===== src/rbw_pkg.sv =====
/*
  Shared constants and types for the RAM back-up and wakeup controller.
  Assumes a 4-bit register port driven by the CPU core's transfer instructions.
*/
`default_nettype none

package rbw_pkg;

  // Widths
  localparam int DATA_W        = 4;
  localparam int ADDR_W        = 4;
  localparam int PC_W          = 13;
  localparam int STACK_W       = 3;
  localparam int NUM_WAKE_PINS = 10;

  // Register offsets
  localparam logic [ADDR_W-1:0] OFS_KEY_EN   = 4'h0;
  localparam logic [ADDR_W-1:0] OFS_P0_COND  = 4'h1;
  localparam logic [ADDR_W-1:0] OFS_EXT_WAKE = 4'h2;
  localparam logic [ADDR_W-1:0] OFS_PU0      = 4'h3;
  localparam logic [ADDR_W-1:0] OFS_PU1      = 4'h4;
  localparam logic [ADDR_W-1:0] OFS_EXT0_CTL = 4'h5;
  localparam logic [ADDR_W-1:0] OFS_EXT1_CTL = 4'h6;
  localparam logic [ADDR_W-1:0] OFS_STATUS   = 4'h7;

  // Values after reset
  localparam logic [DATA_W-1:0] CTRL_RESET = 4'h0;

  // Field positions
  localparam int EXT_POL_BIT     = 0;
  localparam int EXT_GATE_BIT    = 1;
  localparam int STAT_FLAG_BIT   = 0;
  localparam int STAT_BACKUP_BIT = 1;
  localparam int STAT_ARMED_BIT  = 2;

  // Restart values
  localparam logic [PC_W-1:0]    RESTART_PC       = 13'h0000;
  localparam logic [STACK_W-1:0] STACK_INIT_LEVEL = 3'h7;

  // Controller states
  typedef enum logic [2:0] {
    ST_RUN    = 3'b001,
    ST_BACKUP = 3'b010,
    ST_WAKE   = 3'b100
  } rbw_state_t;

endpackage

`default_nettype wire


===== src/rbw_wake_det.sv =====
/*
  One wakeup input qualifier: level or edge, either polarity.
  Assumes the pin is synchronous to ref_clk and that ref_clk keeps running in back-up.
*/
`default_nettype none

module rbw_wake_det (
  input  wire logic ref_clk,
  input  wire logic reset,
  input  wire logic ce,
  input  wire logic arm,
  input  wire logic pinLevel,
  input  wire logic enable,
  input  wire logic edgeMode,
  input  wire logic activeHigh,
  output logic      hit
);

  logic prevReg;
  logic prevNext;

  // Previous level follows the pin on every cycle with ce high
  always_comb begin
    prevNext = pinLevel;
  end

  always_ff @(posedge ref_clk) begin
    if (reset) begin
      prevReg <= 1'b1;
    end else if (ce) begin
      prevReg <= prevNext;
    end
  end

  // Qualified event while armed
  always_comb begin
    hit = 1'b0;
    if (enable && arm) begin
      if (edgeMode) begin
        hit = activeHigh ? (!prevReg && pinLevel) : (prevReg && !pinLevel);
      end else begin
        hit = (pinLevel == activeHigh);
      end
    end
  end

endmodule

`default_nettype wire


===== src/ram_backup_wakeup_control.sv =====
/*
  RAM back-up entry, retention, wakeup and warm/cold start control.
  Assumes the core reports each executed instruction with a one-cycle strobe,
  that ref_clk stays alive in back-up while oscStop halts the system clock,
  and that all pins are synchronous to ref_clk.
*/
`default_nettype none

module ram_backup_wakeup_control (
  input  wire logic                        ref_clk,
  input  wire logic                        reset,
  input  wire logic                        ce,
  input  wire logic [rbw_pkg::ADDR_W-1:0]  regAddr,
  input  wire logic [rbw_pkg::DATA_W-1:0]  regWdata,
  input  wire logic                        regWr,
  input  wire logic                        regRd,
  output logic      [rbw_pkg::DATA_W-1:0]  regRdata,
  input  wire logic                        instrDone,
  input  wire logic                        poweroffEnableInstr,
  input  wire logic                        poweroffInstr,
  input  wire logic                        softwareResetInstr,
  input  wire logic                        skipIfBackupFlagInstr,
  input  wire logic                        watchdogReset,
  input  wire logic                        voltageDrop,
  input  wire logic                        voltageDetectEnablePin,
  input  wire logic [3:0]                  port0Pins,
  input  wire logic [3:0]                  port1Pins,
  input  wire logic                        extIrqPinZero,
  input  wire logic                        extIrqPinOne,
  output logic                             skipTaken,
  output logic                             backupFlag,
  output logic                             inBackup,
  output logic                             oscStop,
  output logic                             warmRestart,
  output logic                             coldRestart,
  output logic      [rbw_pkg::PC_W-1:0]    restartPc,
  output logic      [rbw_pkg::STACK_W-1:0] stackLevelInit,
  output logic                             watchdogInit,
  output logic                             extReqSuppress,
  output logic                             extIrqInZero,
  output logic                             extIrqInOne,
  output logic      [3:0]                  port0Pullup,
  output logic      [3:0]                  port1Pullup
);

  import rbw_pkg::*;

  rbw_state_t          stateReg;
  rbw_state_t          stateNext;
  logic                armedReg;
  logic                armedNext;
  logic                flagReg;
  logic                flagNext;
  logic                warmReg;
  logic                warmNext;
  logic                coldReg;
  logic                coldNext;
  logic                wdInitReg;
  logic                wdInitNext;
  logic [PC_W-1:0]     pcReg;
  logic [PC_W-1:0]     pcNext;
  logic [DATA_W-1:0]   keyEnReg;
  logic [DATA_W-1:0]   keyEnNext;
  logic [DATA_W-1:0]   p0CondReg;
  logic [DATA_W-1:0]   p0CondNext;
  logic [DATA_W-1:0]   extWakeReg;
  logic [DATA_W-1:0]   extWakeNext;
  logic [DATA_W-1:0]   pu0Reg;
  logic [DATA_W-1:0]   pu0Next;
  logic [DATA_W-1:0]   pu1Reg;
  logic [DATA_W-1:0]   pu1Next;
  logic [DATA_W-1:0]   ext0CtlReg;
  logic [DATA_W-1:0]   ext0CtlNext;
  logic [DATA_W-1:0]   ext1CtlReg;
  logic [DATA_W-1:0]   ext1CtlNext;
  logic [DATA_W-1:0]   rdataReg;
  logic [DATA_W-1:0]   rdataNext;
  logic                enterBackup;
  logic                coldEvent;
  logic                anyHit;
  logic [NUM_WAKE_PINS-1:0] wakePin;
  logic [NUM_WAKE_PINS-1:0] wakeEn;
  logic [NUM_WAKE_PINS-1:0] wakeEdge;
  logic [NUM_WAKE_PINS-1:0] wakeHigh;
  logic [NUM_WAKE_PINS-1:0] wakeHit;

  // Entry and cold-start decode
  always_comb begin
    enterBackup = instrDone && poweroffInstr && armedReg && (stateReg == ST_RUN);
    coldEvent = watchdogReset || (voltageDrop && voltageDetectEnablePin) ||
                (instrDone && softwareResetInstr);
  end

  // Per-pin wakeup configuration
  always_comb begin
    wakePin = {extIrqPinOne, extIrqPinZero, port1Pins, port0Pins};
    wakeEn[1:0]   = {2{keyEnReg[0]}};
    wakeEn[3:2]   = {2{keyEnReg[1]}};
    wakeEdge[1:0] = {2{p0CondReg[1]}};
    wakeEdge[3:2] = {2{p0CondReg[3]}};
    wakeHigh[1:0] = {2{p0CondReg[0]}};
    wakeHigh[3:2] = {2{p0CondReg[2]}};
    wakeEn[5:4]   = {2{keyEnReg[2]}};
    wakeEn[7:6]   = {2{keyEnReg[3]}};
    wakeEdge[7:4] = 4'h0;
    wakeHigh[7:4] = 4'h0;
    wakeEn[8]     = extWakeReg[0];
    wakeEdge[8]   = extWakeReg[1];
    wakeHigh[8]   = ext0CtlReg[EXT_POL_BIT];
    wakeEn[9]     = extWakeReg[2];
    wakeEdge[9]   = extWakeReg[3];
    wakeHigh[9]   = ext1CtlReg[EXT_POL_BIT];
  end

  genvar gi;
  generate
    for (gi = 0; gi < NUM_WAKE_PINS; gi++) begin : gWake
      rbw_wake_det uDet (
        .ref_clk    (ref_clk),
        .reset      (reset),
        .ce         (ce),
        .arm        (stateReg == ST_BACKUP),
        .pinLevel   (wakePin[gi]),
        .enable     (wakeEn[gi]),
        .edgeMode   (wakeEdge[gi]),
        .activeHigh (wakeHigh[gi]),
        .hit        (wakeHit[gi])
      );
    end
  endgenerate
  assign anyHit = |wakeHit;

  // Sequencer next state
  always_comb begin
    stateNext  = stateReg;
    armedNext  = armedReg;
    flagNext   = flagReg;
    warmNext   = 1'b0;
    coldNext   = 1'b0;
    wdInitNext = 1'b0;
    pcNext     = pcReg;
    // enable only arms the very next instruction
    if (instrDone) begin
      armedNext = poweroffEnableInstr;
    end
    if (coldEvent) begin
      stateNext = ST_RUN;
      flagNext  = 1'b0;
      coldNext  = 1'b1;
      armedNext = 1'b0;
      pcNext    = RESTART_PC;
    end else begin
      unique case (stateReg)
        ST_RUN: begin
          if (enterBackup) begin
            stateNext  = ST_BACKUP;
            flagNext   = 1'b1;
            wdInitNext = 1'b1;
            armedNext  = 1'b0;
          end
        end
        ST_BACKUP: begin
          if (anyHit) begin
            stateNext = ST_WAKE;
            warmNext  = 1'b1;
            pcNext    = RESTART_PC;
          end
        end
        ST_WAKE: begin
          stateNext = ST_RUN;
        end
      endcase
    end
  end

  always_ff @(posedge ref_clk) begin
    if (reset) begin
      stateReg  <= ST_RUN;
      armedReg  <= 1'b0;
      flagReg   <= 1'b0;
      warmReg   <= 1'b0;
      coldReg   <= 1'b0;
      wdInitReg <= 1'b0;
      pcReg     <= RESTART_PC;
    end else if (ce) begin
      stateReg  <= stateNext;
      armedReg  <= armedNext;
      flagReg   <= flagNext;
      warmReg   <= warmNext;
      coldReg   <= coldNext;
      wdInitReg <= wdInitNext;
      pcReg     <= pcNext;
    end
  end

  // Control register writes; back-up never touches them
  always_comb begin
    keyEnNext   = keyEnReg;
    p0CondNext  = p0CondReg;
    extWakeNext = extWakeReg;
    pu0Next     = pu0Reg;
    pu1Next     = pu1Reg;
    ext0CtlNext = ext0CtlReg;
    ext1CtlNext = ext1CtlReg;
    if (regWr) begin
      unique case (regAddr)
        OFS_KEY_EN:   keyEnNext   = regWdata;
        OFS_P0_COND:  p0CondNext  = regWdata;
        OFS_EXT_WAKE: extWakeNext = regWdata;
        OFS_PU0:      pu0Next     = regWdata;
        OFS_PU1:      pu1Next     = regWdata;
        OFS_EXT0_CTL: ext0CtlNext = regWdata;
        OFS_EXT1_CTL: ext1CtlNext = regWdata;
        default: ;
      endcase
    end
  end

  // Read mux, data valid the cycle after the strobe only
  always_comb begin
    rdataNext = CTRL_RESET;
    if (regRd) begin
      unique case (regAddr)
        OFS_KEY_EN:   rdataNext = keyEnReg;
        OFS_P0_COND:  rdataNext = p0CondReg;
        OFS_EXT_WAKE: rdataNext = extWakeReg;
        OFS_PU0:      rdataNext = pu0Reg;
        OFS_PU1:      rdataNext = pu1Reg;
        OFS_EXT0_CTL: rdataNext = ext0CtlReg;
        OFS_EXT1_CTL: rdataNext = ext1CtlReg;
        OFS_STATUS: begin
          rdataNext[STAT_FLAG_BIT]   = flagReg;
          rdataNext[STAT_BACKUP_BIT] = (stateReg == ST_BACKUP);
          rdataNext[STAT_ARMED_BIT]  = armedReg;
        end
        default: rdataNext = CTRL_RESET;
      endcase
    end
  end

  always_ff @(posedge ref_clk) begin
    if (reset) begin
      keyEnReg   <= CTRL_RESET;
      p0CondReg  <= CTRL_RESET;
      extWakeReg <= CTRL_RESET;
      pu0Reg     <= CTRL_RESET;
      pu1Reg     <= CTRL_RESET;
      ext0CtlReg <= CTRL_RESET;
      ext1CtlReg <= CTRL_RESET;
      rdataReg   <= CTRL_RESET;
    end else if (ce) begin
      keyEnReg   <= keyEnNext;
      p0CondReg  <= p0CondNext;
      extWakeReg <= extWakeNext;
      pu0Reg     <= pu0Next;
      pu1Reg     <= pu1Next;
      ext0CtlReg <= ext0CtlNext;
      ext1CtlReg <= ext1CtlNext;
      rdataReg   <= rdataNext;
    end
  end

  assign skipTaken      = instrDone && skipIfBackupFlagInstr && flagReg;
  assign backupFlag     = flagReg;
  assign inBackup       = (stateReg == ST_BACKUP);
  assign oscStop        = (stateReg == ST_BACKUP);
  // warm pulse inits core; timers untouched
  assign warmRestart    = warmReg;
  assign coldRestart    = coldReg;
  assign restartPc      = pcReg;
  assign stackLevelInit = STACK_INIT_LEVEL;
  assign watchdogInit   = wdInitReg;
  assign extReqSuppress = (stateReg != ST_RUN);
  assign extIrqInZero   = extIrqPinZero && ext0CtlReg[EXT_GATE_BIT];
  assign extIrqInOne    = extIrqPinOne && ext1CtlReg[EXT_GATE_BIT];
  assign port0Pullup    = pu0Reg;
  assign port1Pullup    = pu1Reg;
  assign regRdata       = rdataReg;
endmodule

`default_nettype wire


===== config.mk =====
export PLATFORM = sky130hd
export DESIGN_NAME = ram_backup_wakeup_control
export DESIGN_NICKNAME = d
export VERILOG_FILES = /design/src/rbw_pkg.sv /design/src/rbw_wake_det.sv /design/src/ram_backup_wakeup_control.sv
export SDC_FILE = /design/constraint.sdc
export NUM_CORES = 1
export LEC_CHECK = 0
export BUFFER_PORTS_ARGS = -buffer_cell sky130_fd_sc_hd__buf_2
export CAP_MARGIN = 20
export CORE_MARGIN = 5
export CORE_UTILIZATION = 47
export CTS_CLUSTER_SIZE = 40
export DETAILED_ROUTE_END_ITERATION = 8
export PLACE_DENSITY = 0.76
export SYNTH_ARGS = -nofsm -noshare
export SYNTH_HDL_FRONTEND = slang
export SYNTH_SLANG_ARGS = --single-unit
export TNS_END_PERCENT = 10

===== constraint.sdc =====
create_clock -name ref_clk -period 1.5 [get_ports ref_clk]
set_clock_uncertainty 0.1 [all_clocks]
set_input_delay 0.15 -clock ref_clk [delete_from_list [all_inputs] [get_ports ref_clk]]
set_output_delay 0.15 -clock ref_clk [all_outputs]
set_load 0.02 [all_outputs]

# Word-level counts from Yosys, hierarchy flattened
# Cells that the tools add are included.
# word_totals
in_bits,31
regBits,59
# classes
eq_ne,19
bitwise,4
reduce_logical,57
n_mux,46
# ops
cell,n
13-bit 2-to-1 mux,3
1-bit 2-to-1 mux,36
3-bit AND reduction,10
1-bit logical AND,27
3-bit case mux with 8 select lines,1
"4-bit by 3-bit == test with 1-bit output, second input constant",4
1-bit logical NOT,12
10-bit OR reduction,1
3-bit 2-to-1 mux,3
3-bit case mux with 3 select lines,1
"4-bit by 2-bit == test with 1-bit output, second input constant",2
2-bit nonzero test,4
1-bit case mux with 7 select lines,1
1-bit == test,6
"3-bit != test, second input constant",2
"4-bit by 1-bit == test with 1-bit output, second input constant",1
4-bit logical NOT,1
4-bit 2-to-1 mux,1
1-bit inverter,4
"3-bit by 1-bit == test with 1-bit output, second input constant",1
"3-bit by 2-bit == test with 1-bit output, second input constant",1
"3-bit == test, second input constant",1
"3-bit by 1-bit != test with 1-bit output, second input constant",1
1-bit logical OR,2

# Depth between registers and ports, before layout
# Gate-level depths: netlist of the first run.
# logic_depth
ltp_word,9
ltp_mapped,7
mapped_depth_nobuf,5

# Cells and area by module
# From an unflattened synthesis of the first run, not the netlist that was laid out.
# hier_totals
cells_unflattened,327
area_unflattened_um2,2700.1
# by_module_without_submodules
module,n_inst,area_each_um2,seq_area_each_um2,cells_per_inst
ram_backup_wakeup_control,1,2049.5,800.8,227
rbw_wake_det,10,65.1,20.0,10

# Worst setup path before layout of the first run
# No wires, ideal clock.
# synth_path
kind,reg-to-reg
startpoint,register stateReg[1]
endpoint,register stateReg[2]
setup_slack_ps,-250
period_less_slack_ps,1750
setup_time_ps,74
arrival_time_ps,1576
stages_incl_launch_ff,5
t_required_ps,1326
cell_sequence,dfxtp_1 > nor3b_1 > nor3b_1 > nand2_1 > o21ai_0
# synth_between
elab_chain_cells,6
word_cells_on_any_way,26
cone_classes,eq/ne (5); mux (12); reduce/logical (9)
# synth_lines
element,line,text
"start, declared",ram_backup_wakeup_control.sv:48,rbw_state_t stateReg;
"start signal, assigned",ram_backup_wakeup_control.sv:186,stateReg <= stateNext;
3-bit by 2-bit == test with 1-bit output (*),--,
net inBackup,ram_backup_wakeup_control.sv:32,"output logic inBackup,"
1-bit logical AND,rbw_wake_det.sv:38,if (enable && arm) begin
1-bit 2-to-1 mux,rbw_wake_det.sv:38,
10-bit OR reduction,ram_backup_wakeup_control.sv:131,assign anyHit = |wakeHit;
3-bit != test (no source line),--,
3-bit AND reduction (no source line),--,
# The timed path passes the listed nets; every way through them passes the cells marked *.
# A chain may end at the register's enable or synchronous reset.

# Worst setup path after layout of the first run
# layout_path
startpoint,register p0CondReg[0]
endpoint,register stateReg[1]
# layout_between
elab_chain_cells,6
word_cells_on_any_way,11
cone_classes,eq/ne (3); mux (6); reduce/logical (2)
# layout_lines
element,line,text
"start, declared",ram_backup_wakeup_control.sv:64,logic [DATA_W-1:0] p0CondReg;
"start signal, assigned",ram_backup_wakeup_control.sv:253,p0CondReg <= p0CondNext;
1-bit == test or 1-bit 2-to-1 mux (tied branches),"rbw_wake_det.sv:42, rbw_wake_det.sv:40",
1-bit 2-to-1 mux,rbw_wake_det.sv:39,if (edgeMode) begin
1-bit 2-to-1 mux,rbw_wake_det.sv:38,
10-bit OR reduction (*),ram_backup_wakeup_control.sv:131,
3-bit != test (no source line) (*),--,
3-bit AND reduction (no source line) (*),--,
# Mark *: on every way between the ends. The rest lies on a longest branch, timed or not.

==> results of run 1 <==
## cell type report
cell class	instances	area share [%]
well taps	70	2.919
clock buffers	6	2.752
multi-input cells	217	46.50
flip-flops and latches	46	31.03
inverters	5	0.6255
clock inverters	2	0.4170
repair buffers	79	15.76
## state kept, by name, indices dropped and copies added (netlist names)
signal / count
warmRestart: 1
keyEnReg: 4
gWake.uDet.prevReg: 6
watchdogInit: 1
ext0CtlReg: 4
stateReg: 3
coldRestart: 1
port0Pullup: 4
backupFlag: 1
extWakeReg: 4
p0CondReg: 4
ext1CtlReg: 4
armedReg: 1
regRdata: 4
port1Pullup: 4
## per-stage QoR
stage | TNS (ns) | setup slack, ns | hold slack [ns] | util (%)
2_1_floorplan | -0.02481 | -0.02481 | 0.1788 | -
3_3_place_gp | -0.1113 | -0.04343 | 0.3117 | 56.07
3_5_place_dp | -0.4258 | -0.1490 | 0.3238 | 56.07
4_1_cts | -0.3043 | -0.09779 | 0.0008759 | 58.58
5_1_grt | -0.4521 | -0.1417 | 0.01568 | 59.12
6_report | -0.1254 | -0.04511 | 0.008994 | 59.12
## cell usage in the layout (no fill, tap or decap), types with 8 or more instances in the layout
cell type	count
buf_2	50
dfxtp_1	38
nor2_1	37
mux2i_1	32
buf_4	27
nand2_1	26
conb_1	16
a21oi_1	14
o21ai_0	8
dfxtp_2	8
## kinds of logic after synthesis
| group | count (synthesis) | synth area share, % |
|---|---|---|
| buffers and inverters | 34 | 8.555 |
| AOI/OAI and AO/OA | 62 | 17.67 |
| other | 2 | 0.3075 |
| DFF | 46 | 37.70 |
| and+or+nand+nor | 107 | 22.64 |
| muxes | 32 | 13.11 |
## synthesized netlist by cell type, types with 4 or more instances
cell | count | area, um^2
a22o_1 | 5 | 43.79
nand2b_1 | 5 | 31.28
mux2i_1 | 32 | 320.3
inv_1 | 4 | 15.01
a21oi_1 | 16 | 80.08
dfxtp_1 | 46 | 920.9
o21ai_0 | 10 | 50.05
nor2_1 | 37 | 138.9
and3_1 | 4 | 25.02
buf_4 | 21 | 157.7
clkbuf_1 | 6 | 22.52
nand2_1 | 26 | 97.59
and2_1 | 5 | 31.28
nor3_1 | 6 | 30.03
## path summary, 6_finish.rpt
kind                        startpoint  cells past startpoint                                 end
max          p0CondReg[0]$_SDFFE_PP0P_                      5            stateReg[1]$_SDFFE_PP0P_
min                       port0Pins[1]                      3  gWake[1].uDet.prevReg$_SDFFE_PP1P_
max reg2reg  p0CondReg[0]$_SDFFE_PP0P_                      5            stateReg[1]$_SDFFE_PP0P_
min reg2reg   warmRestart$_SDFFE_PP0P_                      2            warmRestart$_SDFFE_PP0P_
## worst max-delay path, stage by stage (launching register included)
cell	delay, ns
dfxtp_2	0.33
a21boi_1	0.12
o21a_1	0.18
a221o_1	0.30
a221oi_4	0.31
a21o_1	0.15
## power by group through the flow
stage                     clock network (mW)  logic (mW)  registers [mW]
final                                  0.792       0.315            1.26
after global routing                   0.866       0.344            1.26
after CTS                              0.813       0.311            1.25
after detailed placement                   0       0.306            1.28
after global placement                     0       0.302            1.28
after floorplan                            0       0.208            1.29
## routing by layer
layer | wire length [um] | vias up
met1 | 2697 | 1037
met4 | 148 | 0
met5 | 0 | -
met2 | 2789 | 91
li1 | - | 1115
met3 | 517 | 15
## repair_timing
item / CTS / global route
endpoints found under the setup margin: 5 / 10
endpoints found under the hold margin: 2 / 0
gates resized for setup: 8 / 8
pin swaps: 2 / 1
hold buffers: 2 / 0
==> qor.yml, run 1 <==
drt:
  wl_per_cell_um: 14.48
  drtAntennaViolNets: 0
  vias: 2258
  wirelength_mm: 6.153
  drtPass1Iterations: 4
  vias_per_cell: 5.313
  drc: 0
  drt_iter0_markers: 203
pwr:
  cellPowerDensity_nw_per_um2: 787.2
  p_seq_share_pct: 53.1
  ir_drop_v: 0.0005469
  combPwrFrac_pct: 13.3
  clockPowerShare_pct: 33.5
  leakage_nw: 1.419
  p_sw_share_pct: 26.44
  p_int_mw: 1.737
  total_power_mw: 2.362
  net-switching-power_mw: 0.6246
global_route:
  antenna_found_initial: 0
  grt_pass1_vias: 2050
  grtUsageMet1_pct: 24.17
  grt_first_pass_wirelength_mm: 9.515
  grt_util_all_layers_pct: 18.61
  grt_busiest_layer: "met2"
  overflow: 0
  grt_use_met3_pct: 3.838
  use_met2_pct: 30.29
  grt_max_degree: 21
die:
  die_h_um: 82.09
  core-area_um2: 5075
  rows: 26
  pin_count: 69
  dieWidth_um: 82.09
  start_util_pct: 48.13
  die_area_um2: 6738
timing:
  slew_viol_final: 0
  setup_slack_ns: -0.04511
  setup_violations: 3
  fin_crit_sh_pct: 103.0
  fmax_ghz: 0.6472
  report.final.hold_viol_count: 0
  min_period_ns: 1.545
  rsz0062_at_grt: "yes"
clock_network:
  post_cts_buffers: 0
  cts_made_buffers: 5
  cts.path.max_buffers: 2
  cts_tree: "yes"
  path_clk_slew_ns: 0.09
  clock_latency_ns: 0.30
  cts_root_buf: "clkbuf_8"
  cts.sinks: 46
  h-tree-depth: 2
cells_and_area:
  multi_input_area_um2: 1395
  drive_gt1_share_pct: 30.14
  layout.nets: 385
  fill_cells: 484
  areaGrowthSynthToFinish_pct: 22.85
  regArea_um2: 930.9
  instances_no_fill: 425
  n_antenna_cell: 0
  fin_area_um2: 3000
placement:
  port_buffers: 52
  postPlaceCellArea_um2: 2845
  gp_congestion: 0.9185
  placedCellCount: 415
  hpwl_mm: 4.767
critical_path:
  critPathMaxFanout: 3
  crit_arrival_ns: 1.70
  crit_type: "reg2reg"
  critPathLaunchType: "flip-flop"
  rrSetupSlack_ns: -0.05
  endpoint_kind: "flip-flop"
  crit_required_ns: 1.65
synth:
  avgSynthCellArea_um2: 8.630
  synth_warnings: 0
  async_reset_ff_share_pct: 0
  seq_area_frac_synth_pct: 37.70
  synth-seq-cells: 46
  synth-edff-count: 0
  synth_flop_cell: "dfxtp_1"
  synth_cell_type_count: 54
  synth_area_um2: 2442
  synth_cells: 283
run_status:
  status: "complete, but fails checks"
  violations: "negative setup slack"
job:
  drv_cap: 0
worst_hold_path:
  hold_path.class: "in2reg"
Note: power is estimated with default switching activity, not from simulation.
==> run 2: changes to the inputs <==
==> constraint.sdc (replaced) <==
create_clock -name ref_clk -period 1.5 [get_ports ref_clk]
set_clock_uncertainty 0.1 [all_clocks]
set_input_delay 0.075 -clock ref_clk [delete_from_list [all_inputs] [get_ports ref_clk]]
set_output_delay 0.075 -clock ref_clk [all_outputs]
set_load 0.02 [all_outputs]
==> run 2 against run 1 <==
  * The flow still finishes with violations (negative setup slack)
  * Sequential share of layout area fell by 0.14 points
  * Clock-buffer cell count rose by 1
  * Global-route usage rose by 0.92 points
  * Hold slack got worse by 0.0076 ns
  * Flip-flop and latch count did not move
  * Register-to-register slack got worse by 0.07 ns
  * Critical path type unchanged
  * Critical endpoint is now warmRestart$_SDFFE_PP0P_
==> qor.yml, run 2 (synthesis results as in run 1) <==
run_status:
  status: "complete, but fails checks"
  violations: "negative setup slack"
critical_path:
  worst_path_max_delay_cell: "dfxtp_2"
  crit_type: "reg2reg"
  critPathTopFamily: "compound AO/OA/AOI/OAI gates"
  crit_cells: 5
  reg2reg_depth: 5
  crit_arrival_ns: 1.70
  critPathLaunchType: "flip-flop"
  endpoint_kind: "flip-flop"
  critPathMaxFanout: 5
  path_cells: "nor2b_1 -> o22ai_1 -> a221o_1 -> a221oi_4 -> o21ai_1"
  crit_required_ns: 1.59
  slowest_delay_ns: 0.37
  crit_buf_inv: 0
die:
  die_h_um: 82.09
  core-area_um2: 5075
  dieWidth_um: 82.09
  die_area_um2: 6738
  start_util_pct: 48.13
  rows: 26
  pin_count: 69
job:
  drv_cap: 0
pwr:
  net-switching-power_mw: 0.6212
  total_power_mw: 2.315
  clockPowerShare_pct: 31.7
  cellPowerDensity_nw_per_um2: 763.9
  ir_drop_v: 0.0005796
  p_int_mw: 1.694
  combPwrFrac_pct: 14.1
  p_sw_share_pct: 26.84
  leakage_nw: 1.425
  p_seq_share_pct: 54.2
global_route:
  antenna_found_initial: 0
  grt_first_pass_wirelength_mm: 10.08
  overflow: 0
  grt_util_all_layers_pct: 19.53
  grt_pass1_vias: 2051
  grt_max_degree: 19
cells_and_area:
  multi_input_area_um2: 1391
  n_antenna_cell: 0
  regArea_um2: 935.9
  largest_register_ffs: 6
  mostFrequentLayoutCell: "buf_2"
  final_cell_mix: "buf_2, nor2_1, dfxtp_1, mux2i_1, nand2_1"
  drive_gt1_share_pct: 27.93
  layout.nets: 389
  areaGrowthSynthToFinish_pct: 24.08
  regMostFlops: "gWake.uDet.prevReg"
  fill_cells: 472
  fin_area_um2: 3030
placement:
  postPlaceCellArea_um2: 2808
  gp_congestion: 0.9038
  hpwl_mm: 4.815
  port_buffers: 52
drt:
  drtAntennaViolNets: 0
  drtPass1Iterations: 4
  vias_per_cell: 5.432
  drt_iter0_markers: 154
  wirelength_mm: 6.536
  drc: 0
  vias: 2325
  wl_per_cell_um: 15.27
timing:
  report.final.hold_viol_count: 0
  fmax_ghz: 0.6210
  fin_crit_sh_pct: 107.4
  min_period_ns: 1.610
  fin_hold_ws_ns: 0.001410
  rsz0062_at_grt: "yes"
  setup_violations: 3
  slew_viol_final: 0
  setup_slack_ns: -0.1104
clock_network:
  cts_root_buf: "clkbuf_8"
  cts_tree: "yes"
  clock_latency_ns: 0.30
  cts.sinks: 46
  cts_made_buffers: 5
  h-tree-depth: 2
  cts.path.max_buffers: 2
  path_clk_slew_ns: 0.08
worst_hold_path:
  worstHoldPathCells: 3
  hold_path.class: "in2reg"
==> run 2: cell types whose count changed in the layout (fill, tap and decap cells not counted), moves of 2 or more <==
cell	delta
clkbuf_1	+2
dlygate4sd3_1	+9
buf_2	+2
dfxtp_1	-2
buf_4	-7
==> run 2: final cells by class <==
cell class                 instances  area share [%]
sequential                        46           30.88
inverter                           5          0.6193
tap                               70           2.890
timing repair buffer              83           17.18
multi-input combinational        217           45.91
clock buffer                       7           2.519
==> run 2: per-layer routing <==
metal	global-route usage (%)	routed length [um]
met5	0	0
met4	5.980	107
met3	3.728	547
met2	31.74	3044
met1	26.07	2837
==> run 2: timing repair <==
item / in CTS / in global routing
gates resized for setup: 7 / 9
setup endpoints to repair: 3 / 9
hold buffers: 11 / 0
pin swaps: 4 / 3
endpoints found under the hold margin: 13 / 0
buffers inserted: 0 / 0
==> run 2: path summary, 6_finish.rpt <==
| path | from | end | slack, ns |
|---|---|---|---|
| setup / recovery | p0CondReg[1]$_SDFFE_PP0P_ | warmRestart$_SDFFE_PP0P_ | -0.11 |
| hold / removal | instrDone | armedReg$_SDFFE_PP0P_ | 0.001 |
| setup reg to reg | p0CondReg[1]$_SDFFE_PP0P_ | warmRestart$_SDFFE_PP0P_ | -0.11 |
| hold reg to reg | warmRestart$_SDFFE_PP0P_ | warmRestart$_SDFFE_PP0P_ | 0.37 |
==> run 2: worst register-to-register path, stage by stage, from the launching register on <==
cell	delay, ns
dfxtp_2	0.37
nor2b_1	0.14
o22ai_1	0.10
a221o_1	0.35
a221oi_4	0.35
o21ai_1	0.09
==> run 2: power groups by stage <==
stage	sequential (mW)	combinational, mW	clock (mW)
finish	1.25	0.326	0.734
global route	1.26	0.352	0.801
CTS	1.26	0.319	0.748
detailed placement	1.28	0.295	0
global placement	1.28	0.290	0
floorplan	1.29	0.208	0
==> run 2: stage by stage <==
stage               instances  setup WS (ns)  utilization [%]  setup TNS (ns)
floorplan                 297       -0.02481                -        -0.02481
global placement          410       -0.03215            55.33        -0.06658
detailed placement        410        -0.1278            55.33         -0.3434
CTS                       428       -0.08288            59.12         -0.1936
global route              428        -0.1578            59.71         -0.4842
finish                    428        -0.1104            59.71         -0.3251
